File: src/verilog/p2s_pkg.sv
// constants, field layouts and carrier types for the port 2 strap default block
// assumes one 200 MHz clock, synchronous active-low reset and a 32-bit apb master
package p2s_pkg;

  localparam int unsigned ADDR_W = 8;
  localparam int unsigned DATA_W = 32;

  // register byte offsets
  localparam logic [7:0] OFS_STRAP      = 8'h00;
  localparam logic [7:0] OFS_FLOW       = 8'h04;
  localparam logic [7:0] OFS_MAC_TX_CFG = 8'h08;
  localparam logic [7:0] OFS_PHY_ADV    = 8'h0C;
  localparam logic [7:0] OFS_PHY_EEE    = 8'h10;

  // manual flow register fields
  localparam int unsigned FLOW_BP_POS  = 0;
  localparam int unsigned FLOW_TX_POS  = 1;
  localparam int unsigned FLOW_RX_POS  = 2;
  localparam int unsigned FLOW_MAN_POS = 3;
  localparam int unsigned FLOW_W       = 4;

  // mac transmit config field
  localparam int unsigned MAC_EEE_POS = 0;
  localparam int unsigned MAC_W       = 1;

  // phy advertisement fields
  localparam int unsigned ADV_SYM_POS  = 0;
  localparam int unsigned ADV_ASYM_POS = 1;
  localparam int unsigned ADV_W        = 2;

  // phy eee fields, capability is read only
  localparam int unsigned EEE_EN_POS  = 0;
  localparam int unsigned EEE_CAP_POS = 1;
  localparam int unsigned EEE_ADV_POS = 2;
  localparam int unsigned EEE_W       = 3;

  // strap readback fields
  localparam int unsigned STR_BP_POS    = 0;
  localparam int unsigned STR_FD_POS    = 1;
  localparam int unsigned STR_MAN_POS   = 2;
  localparam int unsigned STR_EEE_POS   = 3;
  localparam int unsigned STR_FIBER_POS = 4;
  localparam int unsigned STR_DONE_POS  = 5;

  // strap defaults when nothing drives them
  localparam logic STRAP_BP_DFLT  = 1'b1;
  localparam logic STRAP_FD_DFLT  = 1'b1;
  localparam logic STRAP_MAN_DFLT = 1'b0;

  // register values before straps are loaded, and the phy eee write mask
  localparam logic [FLOW_W-1:0] FLOW_RST = 4'h0;
  localparam logic [MAC_W-1:0]  MAC_RST  = 1'h0;
  localparam logic [ADV_W-1:0]  ADV_RST  = 2'h0;
  localparam logic [EEE_W-1:0]  EEE_RST  = 3'h0;
  localparam logic [EEE_W-1:0]  EEE_WMASK = 3'h5;

  typedef struct packed {
    logic backpressure;
    logic fullduplex_pause;
    logic manual_pause;
  } p2s_straps_t;

  typedef struct packed {
    logic manual_pause_ctrl;
    logic rx_pause_enable;
    logic tx_pause_enable;
    logic backpressure_enable;
  } p2s_flow_t;

  typedef struct packed {
    logic advertise;
    logic capability;
    logic enable;
  } p2s_phy_eee_t;

  typedef struct packed {
    logic asym_pause;
    logic sym_pause;
  } p2s_phy_adv_t;

endpackage : p2s_pkg

File: src/verilog/p2s_cfg_reg.sv
// one strap-defaulted configuration register
// assumes load and write never needed in the same cycle; load wins
module p2s_cfg_reg #(
  parameter int unsigned     W     = 1,
  parameter logic [W-1:0]    RST   = '0,
  parameter logic [W-1:0]    WMASK = '1
) (
  input  wire logic         ref_clk_in,
  input  wire logic         rst_n_in,
  input  wire logic         load_in,
  input  wire logic [W-1:0] load_val_in,
  input  wire logic         wr_in,
  input  wire logic [W-1:0] wr_data_in,
  output logic      [W-1:0] q_out
);

  logic [W-1:0] q_r;

  // strap load first, then software writes on writable bits
  always_ff @(posedge ref_clk_in) begin
    if (!rst_n_in) begin
      q_r <= RST;
    end else if (load_in) begin
      q_r <= load_val_in;
    end else if (wr_in) begin
      q_r <= (q_r & ~WMASK) | (wr_data_in & WMASK);
    end
  end

  assign q_out = q_r;

endmodule // p2s_cfg_reg

File: src/verilog/p2s_top.sv
// port 2 strap default loader with apb register access
// assumes strap levels and fiber mode stable through reset release
//
// Our own choices: the APB slave port and the register offsets.
module p2s_top (
  input  wire logic                        ref_clk_in,
  input  wire logic                        rst_n_in,
  input  wire p2s_pkg::p2s_straps_t        straps_in,
  input  wire logic                        energy_efficient_enable_pin_in,
  input  wire logic                        phy_b_fiber_mode_in,
  input  wire logic                        psel_in,
  input  wire logic                        penable_in,
  input  wire logic                        pwrite_in,
  input  wire logic [p2s_pkg::ADDR_W-1:0]  paddr_in,
  input  wire logic [p2s_pkg::DATA_W-1:0]  pwdata_in,
  output logic                             pready_out,
  output logic                             pslverr_out,
  output logic      [p2s_pkg::DATA_W-1:0]  prdata_out,
  output p2s_pkg::p2s_flow_t               port2_flow_out,
  output logic                             mac_energy_efficient_enable_out,
  output p2s_pkg::p2s_phy_adv_t            phy_autoneg_advertise_out,
  output p2s_pkg::p2s_phy_eee_t            phy_energy_efficient_out,
  output logic                             straps_loaded_out
);
  import p2s_pkg::*;

  // captured strap state
  p2s_straps_t              strap_r;
  logic                     eee_strap_r;
  logic                     fiber_r;
  logic                     loaded_r;
  logic                     load_pulse;

  // derived defaults
  logic [FLOW_W-1:0]        flow_dflt;
  logic [MAC_W-1:0]         mac_dflt;
  logic [ADV_W-1:0]         adv_dflt;
  logic [EEE_W-1:0]         eee_dflt;

  // register contents
  logic [FLOW_W-1:0]        flow_q;
  logic [MAC_W-1:0]         mac_q;
  logic [ADV_W-1:0]         adv_q;
  logic [EEE_W-1:0]         eee_q;

  // bus decode
  logic                     access;
  logic                     wr_done;
  logic                     wr_flow;
  logic                     wr_mac;
  logic                     wr_adv;
  logic                     wr_eee;
  logic                     mapped;
  logic [DATA_W-1:0]        rd_nxt;
  logic [DATA_W-1:0]        strap_word;

  // output flops
  logic                     pready_r;
  logic                     pslverr_r;
  logic [DATA_W-1:0]        prdata_r;
  p2s_flow_t                flow_out_r;
  logic                     mac_out_r;
  p2s_phy_adv_t             adv_out_r;
  p2s_phy_eee_t             eee_out_r;

  // one load, on the first edge after reset release
  assign load_pulse = !loaded_r;

  always_ff @(posedge ref_clk_in) begin
    if (!rst_n_in) begin
      loaded_r <= 1'b0;
    end else begin
      loaded_r <= 1'b1;
    end
  end

  // strap capture, held until the next reset
  always_ff @(posedge ref_clk_in) begin
    if (!rst_n_in) begin
      strap_r.backpressure     <= STRAP_BP_DFLT;
      strap_r.fullduplex_pause <= STRAP_FD_DFLT;
      strap_r.manual_pause     <= STRAP_MAN_DFLT;
    end else if (load_pulse) begin
      strap_r <= straps_in;
    end
  end

  always_ff @(posedge ref_clk_in) begin
    if (!rst_n_in) begin
      eee_strap_r <= 1'b0;
    end else if (load_pulse) begin
      eee_strap_r <= energy_efficient_enable_pin_in;
    end
  end

  always_ff @(posedge ref_clk_in) begin
    if (!rst_n_in) begin
      fiber_r <= 1'b0;
    end else if (load_pulse) begin
      fiber_r <= phy_b_fiber_mode_in;
    end
  end

  // switch-side flow defaults
  always_comb begin
    flow_dflt               = FLOW_RST;
    flow_dflt[FLOW_BP_POS]  = straps_in.backpressure;
    flow_dflt[FLOW_TX_POS]  = straps_in.fullduplex_pause;
    flow_dflt[FLOW_RX_POS]  = straps_in.fullduplex_pause;
    flow_dflt[FLOW_MAN_POS] = straps_in.manual_pause;
  end

  // mac eee default, off in fiber mode
  always_comb begin
    mac_dflt              = MAC_RST;
    mac_dflt[MAC_EEE_POS] = energy_efficient_enable_pin_in & !phy_b_fiber_mode_in;
  end

  // phy pause advertisement defaults
  always_comb begin
    adv_dflt = ADV_RST;
    if (!phy_b_fiber_mode_in) begin
      if (straps_in.manual_pause) begin
        adv_dflt[ADV_SYM_POS]  = straps_in.fullduplex_pause;
        adv_dflt[ADV_ASYM_POS] = 1'b0;
      end else begin
        adv_dflt[ADV_SYM_POS]  = straps_in.fullduplex_pause;
        adv_dflt[ADV_ASYM_POS] = straps_in.fullduplex_pause;
      end
    end
  end

  // phy eee defaults
  always_comb begin
    eee_dflt = EEE_RST;
    if (!phy_b_fiber_mode_in) begin
      eee_dflt[EEE_EN_POS]  = energy_efficient_enable_pin_in;
      eee_dflt[EEE_CAP_POS] = energy_efficient_enable_pin_in;
      eee_dflt[EEE_ADV_POS] = energy_efficient_enable_pin_in;
    end
  end

  // apb decode, write lands at the edge that sees pready
  assign access  = psel_in & penable_in;
  assign wr_done = access & pready_r & pwrite_in;

  always_comb begin
    wr_flow = 1'b0;
    wr_mac  = 1'b0;
    wr_adv  = 1'b0;
    wr_eee  = 1'b0;
    mapped  = 1'b1;
    if (paddr_in == OFS_STRAP) begin
      mapped = !pwrite_in;
    end else if (paddr_in == OFS_FLOW) begin
      wr_flow = wr_done;
    end else if (paddr_in == OFS_MAC_TX_CFG) begin
      wr_mac = wr_done;
    end else if (paddr_in == OFS_PHY_ADV) begin
      wr_adv = wr_done;
    end else if (paddr_in == OFS_PHY_EEE) begin
      wr_eee = wr_done;
    end else begin
      mapped = 1'b0;
    end
  end

  // strap readback word
  always_comb begin
    strap_word                = '0;
    strap_word[STR_BP_POS]    = strap_r.backpressure;
    strap_word[STR_FD_POS]    = strap_r.fullduplex_pause;
    strap_word[STR_MAN_POS]   = strap_r.manual_pause;
    strap_word[STR_EEE_POS]   = eee_strap_r;
    strap_word[STR_FIBER_POS] = fiber_r;
    strap_word[STR_DONE_POS]  = loaded_r;
  end

  // read mux
  always_comb begin
    rd_nxt = '0;
    if (paddr_in == OFS_STRAP) begin
      rd_nxt = strap_word;
    end else if (paddr_in == OFS_FLOW) begin
      rd_nxt[FLOW_W-1:0] = flow_q;
    end else if (paddr_in == OFS_MAC_TX_CFG) begin
      rd_nxt[MAC_W-1:0] = mac_q;
    end else if (paddr_in == OFS_PHY_ADV) begin
      rd_nxt[ADV_W-1:0] = adv_q;
    end else if (paddr_in == OFS_PHY_EEE) begin
      rd_nxt[EEE_W-1:0] = eee_q;
    end
  end

  // one wait state per access
  always_ff @(posedge ref_clk_in) begin
    if (!rst_n_in) begin
      pready_r <= 1'b0;
    end else begin
      pready_r <= access & !pready_r;
    end
  end

  always_ff @(posedge ref_clk_in) begin
    if (!rst_n_in) begin
      pslverr_r <= 1'b0;
    end else if (access & !pready_r) begin
      pslverr_r <= !mapped;
    end else begin
      pslverr_r <= 1'b0;
    end
  end

  // read data only alongside pready
  always_ff @(posedge ref_clk_in) begin
    if (!rst_n_in) begin
      prdata_r <= '0;
    end else if (access & !pready_r) begin
      prdata_r <= pwrite_in ? '0 : rd_nxt;
    end else begin
      prdata_r <= '0;
    end
  end

  // configuration registers
  p2s_cfg_reg #(.W(FLOW_W), .RST(FLOW_RST)) u_flow (
    .ref_clk_in  (ref_clk_in),
    .rst_n_in    (rst_n_in),
    .load_in     (load_pulse),
    .load_val_in (flow_dflt),
    .wr_in       (wr_flow),
    .wr_data_in  (pwdata_in[FLOW_W-1:0]),
    .q_out       (flow_q)
  );

  p2s_cfg_reg #(.W(MAC_W), .RST(MAC_RST)) u_mac (
    .ref_clk_in  (ref_clk_in),
    .rst_n_in    (rst_n_in),
    .load_in     (load_pulse),
    .load_val_in (mac_dflt),
    .wr_in       (wr_mac),
    .wr_data_in  (pwdata_in[MAC_W-1:0]),
    .q_out       (mac_q)
  );

  p2s_cfg_reg #(.W(ADV_W), .RST(ADV_RST)) u_adv (
    .ref_clk_in  (ref_clk_in),
    .rst_n_in    (rst_n_in),
    .load_in     (load_pulse),
    .load_val_in (adv_dflt),
    .wr_in       (wr_adv),
    .wr_data_in  (pwdata_in[ADV_W-1:0]),
    .q_out       (adv_q)
  );

  p2s_cfg_reg #(.W(EEE_W), .RST(EEE_RST), .WMASK(EEE_WMASK)) u_eee (
    .ref_clk_in  (ref_clk_in),
    .rst_n_in    (rst_n_in),
    .load_in     (load_pulse),
    .load_val_in (eee_dflt),
    .wr_in       (wr_eee),
    .wr_data_in  (pwdata_in[EEE_W-1:0]),
    .q_out       (eee_q)
  );

  // outputs re-registered
  always_ff @(posedge ref_clk_in) begin
    if (!rst_n_in) begin
      flow_out_r <= '0;
    end else begin
      flow_out_r.backpressure_enable <= flow_q[FLOW_BP_POS];
      flow_out_r.tx_pause_enable     <= flow_q[FLOW_TX_POS];
      flow_out_r.rx_pause_enable     <= flow_q[FLOW_RX_POS];
      flow_out_r.manual_pause_ctrl   <= flow_q[FLOW_MAN_POS];
    end
  end

  always_ff @(posedge ref_clk_in) begin
    if (!rst_n_in) begin
      mac_out_r <= 1'b0;
    end else begin
      mac_out_r <= mac_q[MAC_EEE_POS];
    end
  end

  always_ff @(posedge ref_clk_in) begin
    if (!rst_n_in) begin
      adv_out_r <= '0;
    end else begin
      adv_out_r.sym_pause  <= adv_q[ADV_SYM_POS];
      adv_out_r.asym_pause <= adv_q[ADV_ASYM_POS];
    end
  end

  always_ff @(posedge ref_clk_in) begin
    if (!rst_n_in) begin
      eee_out_r <= '0;
    end else begin
      eee_out_r.enable     <= eee_q[EEE_EN_POS];
      eee_out_r.capability <= eee_q[EEE_CAP_POS];
      eee_out_r.advertise  <= eee_q[EEE_ADV_POS];
    end
  end

  assign pready_out                      = pready_r;
  assign pslverr_out                     = pslverr_r;
  assign prdata_out                      = prdata_r;
  assign port2_flow_out                  = flow_out_r;
  assign mac_energy_efficient_enable_out = mac_out_r;
  assign phy_autoneg_advertise_out       = adv_out_r;
  assign phy_energy_efficient_out        = eee_out_r;
  assign straps_loaded_out               = loaded_r;

endmodule // p2s_top

File: config.mk
export PLATFORM = sky130hd
export DESIGN_NAME = p2s_top
export DESIGN_NICKNAME = d
export VERILOG_FILES = /design/src/verilog/p2s_pkg.sv /design/src/verilog/p2s_cfg_reg.sv /design/src/verilog/p2s_top.sv
export SDC_FILE = /design/constraint.sdc
export NUM_CORES = 1
export LEC_CHECK = 0
export ABC_CLOCK_PERIOD_IN_PS = 5700
export CAP_MARGIN = 20
export CORE_MARGIN = 1
export CORE_UTILIZATION = 65
export CTS_CLUSTER_SIZE = 28
export DETAILED_ROUTE_END_ITERATION = 7
export DONT_BUFFER_PORTS = 1
export PLACE_DENSITY = 0.88
export SYNTH_ARGS = -nofsm -noshare
export SYNTH_HDL_FRONTEND = slang
export SYNTH_SLANG_ARGS = --single-unit
File: constraint.sdc
create_clock -name ref_clk_in -period 5.7 [get_ports ref_clk_in]
set_clock_uncertainty 0.15 [all_clocks]
set_input_delay 1.14 -clock ref_clk_in [delete_from_list [all_inputs] [get_ports ref_clk_in]]
set_output_delay 1.14 -clock ref_clk_in [all_outputs]
set_load 0.02 [all_outputs]
==> metrics.txt <==
status=completed; final RePlAce weighted congestion=just over 0.8; fill cell count=167; hpwl dp=1964 µm; max frequency=just over 0.4 GHz; RSZ-0062 raised after global routing=no; Clk pin slew, worst setup/hold paths=0.09 ns; # diodes=0; die width=approximately 52 µm; Mapped Cells=180; worst min-delay path class=flip-flop to flip-flop; Die Ht=52.24 µm; # DRC=0; CP arrival=2.58 ns; GRT overflow=0; initial antenna violation count=0; CTS max path bufs=2; area grow syn2layout=-0.0001829%; via count=1182; commonest non-fill, non-tap cell in the layout=dfxtp_1; Post-Route Setup TNS=0 ns; CP peak stage delay=0.56 ns; top fanout value on the critical path=8; Initial Utilization=71.41%; WL met1=between 1000 and 1500 µm; first-pass GRT wire length=4512 µm; CTS buffer count=5; minimum clock period=2.472 ns; Worst EP required=5.81 ns; crit path cell chain=or4_4 > nand4b_1 > and3b_1 > nor3_1; Power, Total=about 530 µW; sequential cell area=680.7 µm²; DIE AREA=2729 µm²; post-CTS setup buffers=0; Max Cap Viol=0; met3 wire len=281 µm; max layer used=met4; register area share after synthesis=around 41%; vias in the first global route=1029; Slew headroom=58.05%; num rows=17; syn avg cell area=9.113 µm²; CTS tree=built; Final Setup Violations=0; CP max stage cell=or4_4; P_leak=between 0.0007 and 0.0008 µW; num ports=95; Met2 Wirelength=1281 µm; Tcrit/Tclk final=43.37%; Startpoint Class=input port; CTS root buf=clkbuf_4; core area=2297 µm²; commonest non-fill, non-tap cells in the layout=34 x dfxtp_1, 26 x conb_1, 11 x o21ai_0, 11 x and2_1, 9 x nor2_1; H-tree lvl count=2; Slew @ Worst Pin=0.6278 ns; synth warn=0; CTS sink cnt=34; Worst VDD drop=0.2882 mV; 1st-pass router iterations=5; drt total wl=2822 µm; Skew-Pair Late Insertion Delay=0.34 ns; critical setup path kind=input port to flip-flop; post-layout net count=227; via/cell ratio=5.738; cts repair resizes=0; Netlist cell types=38; fraction of layout cells with a size suffix above 1=slightly below 8%; final hold vios=0; CTS Hold Bufs=0; routed len/inst=13.70 µm; Worst setup EP type=flip-flop; Seq cells post-synth=34; largest net degree at the start of global routing=30; Multi-input gate area=775.7 µm²; number of port buffers=0; total global-route track usage=23.03%; Synth Cell Area=approximately 1600 µm²; Initial DRC Count=47; Cell Pwr Density=321.8 nW/µm²; Final Max Slew Viols=0; antenna viol nets, final=0
sequential cells by signal, summed over array words and instances (netlist names):
name,flops
u_adv.q_out,2
u_eee.q_out,3
u_mac.q_out,1
eee_strap_r,1
phy_autoneg_advertise_out,2
fiber_r,1
u_flow.q_out,4
strap_r,3
straps_loaded_out,1
pready_out,1
phy_energy_efficient_out,3
mac_energy_efficient_enable_out,1
port2_flow_out,4
prdata_out,6
pslverr_out,1
cell usage after synthesis, drive strengths merged:
| cell type | instances | share of area [%] |
|---|---|---|
| dfxtp | 34 | 41 |
| buf | 28 | 13 |
| and2 | 11 | 4.2 |
| o21ai | 11 | 3.4 |
| nor2 | 9 | 2.1 |
| clkbuf | 8 | 1.8 |
| inv | 8 | 1.8 |
| nor3 | 8 | 2.4 |
| a21oi | 6 | 1.8 |
| mux2i | 6 | 3.7 |
| nor2b | 6 | 2.3 |
| nor3b | 6 | 2.7 |
| nand2 | 5 | 1.1 |
| nand3 | 4 | 1.2 |
| o211a | 3 | 1.8 |
| a311oi | 2 | 1.1 |
| and3b | 2 | 1.1 |
| nand2b | 2 | 1.2 |
| nand4 | 2 | 0.76 |
| nand4b | 2 | 1.1 |
| nor4 | 2 | 0.76 |
| a21o | 1 | 0.46 |
| a22oi | 1 | 0.46 |
| a31oi | 1 | 0.38 |
| and3 | 1 | 0.38 |
| and4 | 1 | 0.53 |
| conb | 1 | 0.23 |
| mux4 | 1 | 1.4 |
| nor4b | 1 | 0.53 |
| o2111ai | 1 | 0.53 |
| o311ai | 1 | 0.53 |
| o31a | 1 | 0.53 |
| o41a | 1 | 0.69 |
| o41ai | 1 | 0.99 |
| or3b | 1 | 0.53 |
| or4 | 1 | 0.69 |
per-stage QoR:
| step | util [%] | worst slack [ns] | hold slack [ns] | std cells | instance area, µm² |
|---|---|---|---|---|---|
| 6_report | 71.41 | 3.228 | 0.3003 | 206 | 1640 |
| 4_1_cts | 71.41 | 3.232 | 0.3007 | 206 | 1640 |
| 3_3_place_gp | 66.56 | 2.938 | 0.2931 | 198 | 1529 |
| 3_5_place_dp | 66.56 | 2.891 | 0.2972 | 198 | 1529 |
| 2_1_floorplan | - | 2.854 | 0.2729 | 205 | 1734 |
| 5_1_grt | 71.41 | 3.121 | 0.3380 | 206 | 1640 |
power by group:
group	internal, µW	total [µW]	leakage [µW]	switching [µW]
Sequential	247	258	0.000279	10.2
Clock	149	226	0.0000585	77.3
Combinational	15.2	44.3	0.000365	29.1
Total	411	528	0.000702	117
critical path, delay by kind of cell:
kind	cells	cell delay [ns]
AND/OR/NAND/NOR	4	1.44
cells by family after synthesis:
| family | after synthesis | share of synthesized area (%) |
|---|---|---|
| DFF | 34 | 41.49 |
| muxes | 7 | 5.034 |
| AOI/OAI and AO/OA | 30 | 12.66 |
| and+or+nand+nor | 64 | 23.65 |
| buffers and inverters | 44 | 16.93 |
| other | 1 | 0.2286 |
final timing paths:
| check | start | to | slack [ns] | depth (start not counted) |
|---|---|---|---|---|
| worst min-delay path | u_eee.q_out[0] | phy_energy_efficient_out[0] | 0.30 | 2 |
| worst min register to register | u_eee.q_out[0] | phy_energy_efficient_out[0] | 0.30 | 2 |
| worst max-delay path | paddr_in[1] | u_flow.q_out[0] | 3.23 | 4 |
| worst max register to register | pready_out | u_flow.q_out[0] | 3.93 | 4 |
area by class of cell:
cell class | instances | area share [%]
Inverter | 8 | 1.831
Sequential cell | 34 | 41.50
Clock inverter | 2 | 3.661
Timing Repair Buffer | 1 | 0.4577
Multi-Input combinational cell | 127 | 47.29
Clock buffer | 6 | 3.127
Tap cell | 28 | 2.136
metal layers:
layer	global-route usage [%]	up-vias
li1	-	566
met1	28.32	537
met2	36.32	72
met3	6.667	7
met4	11.84	0
met5	0	-
No activity file was read; power rests on OpenSTA's default activity.
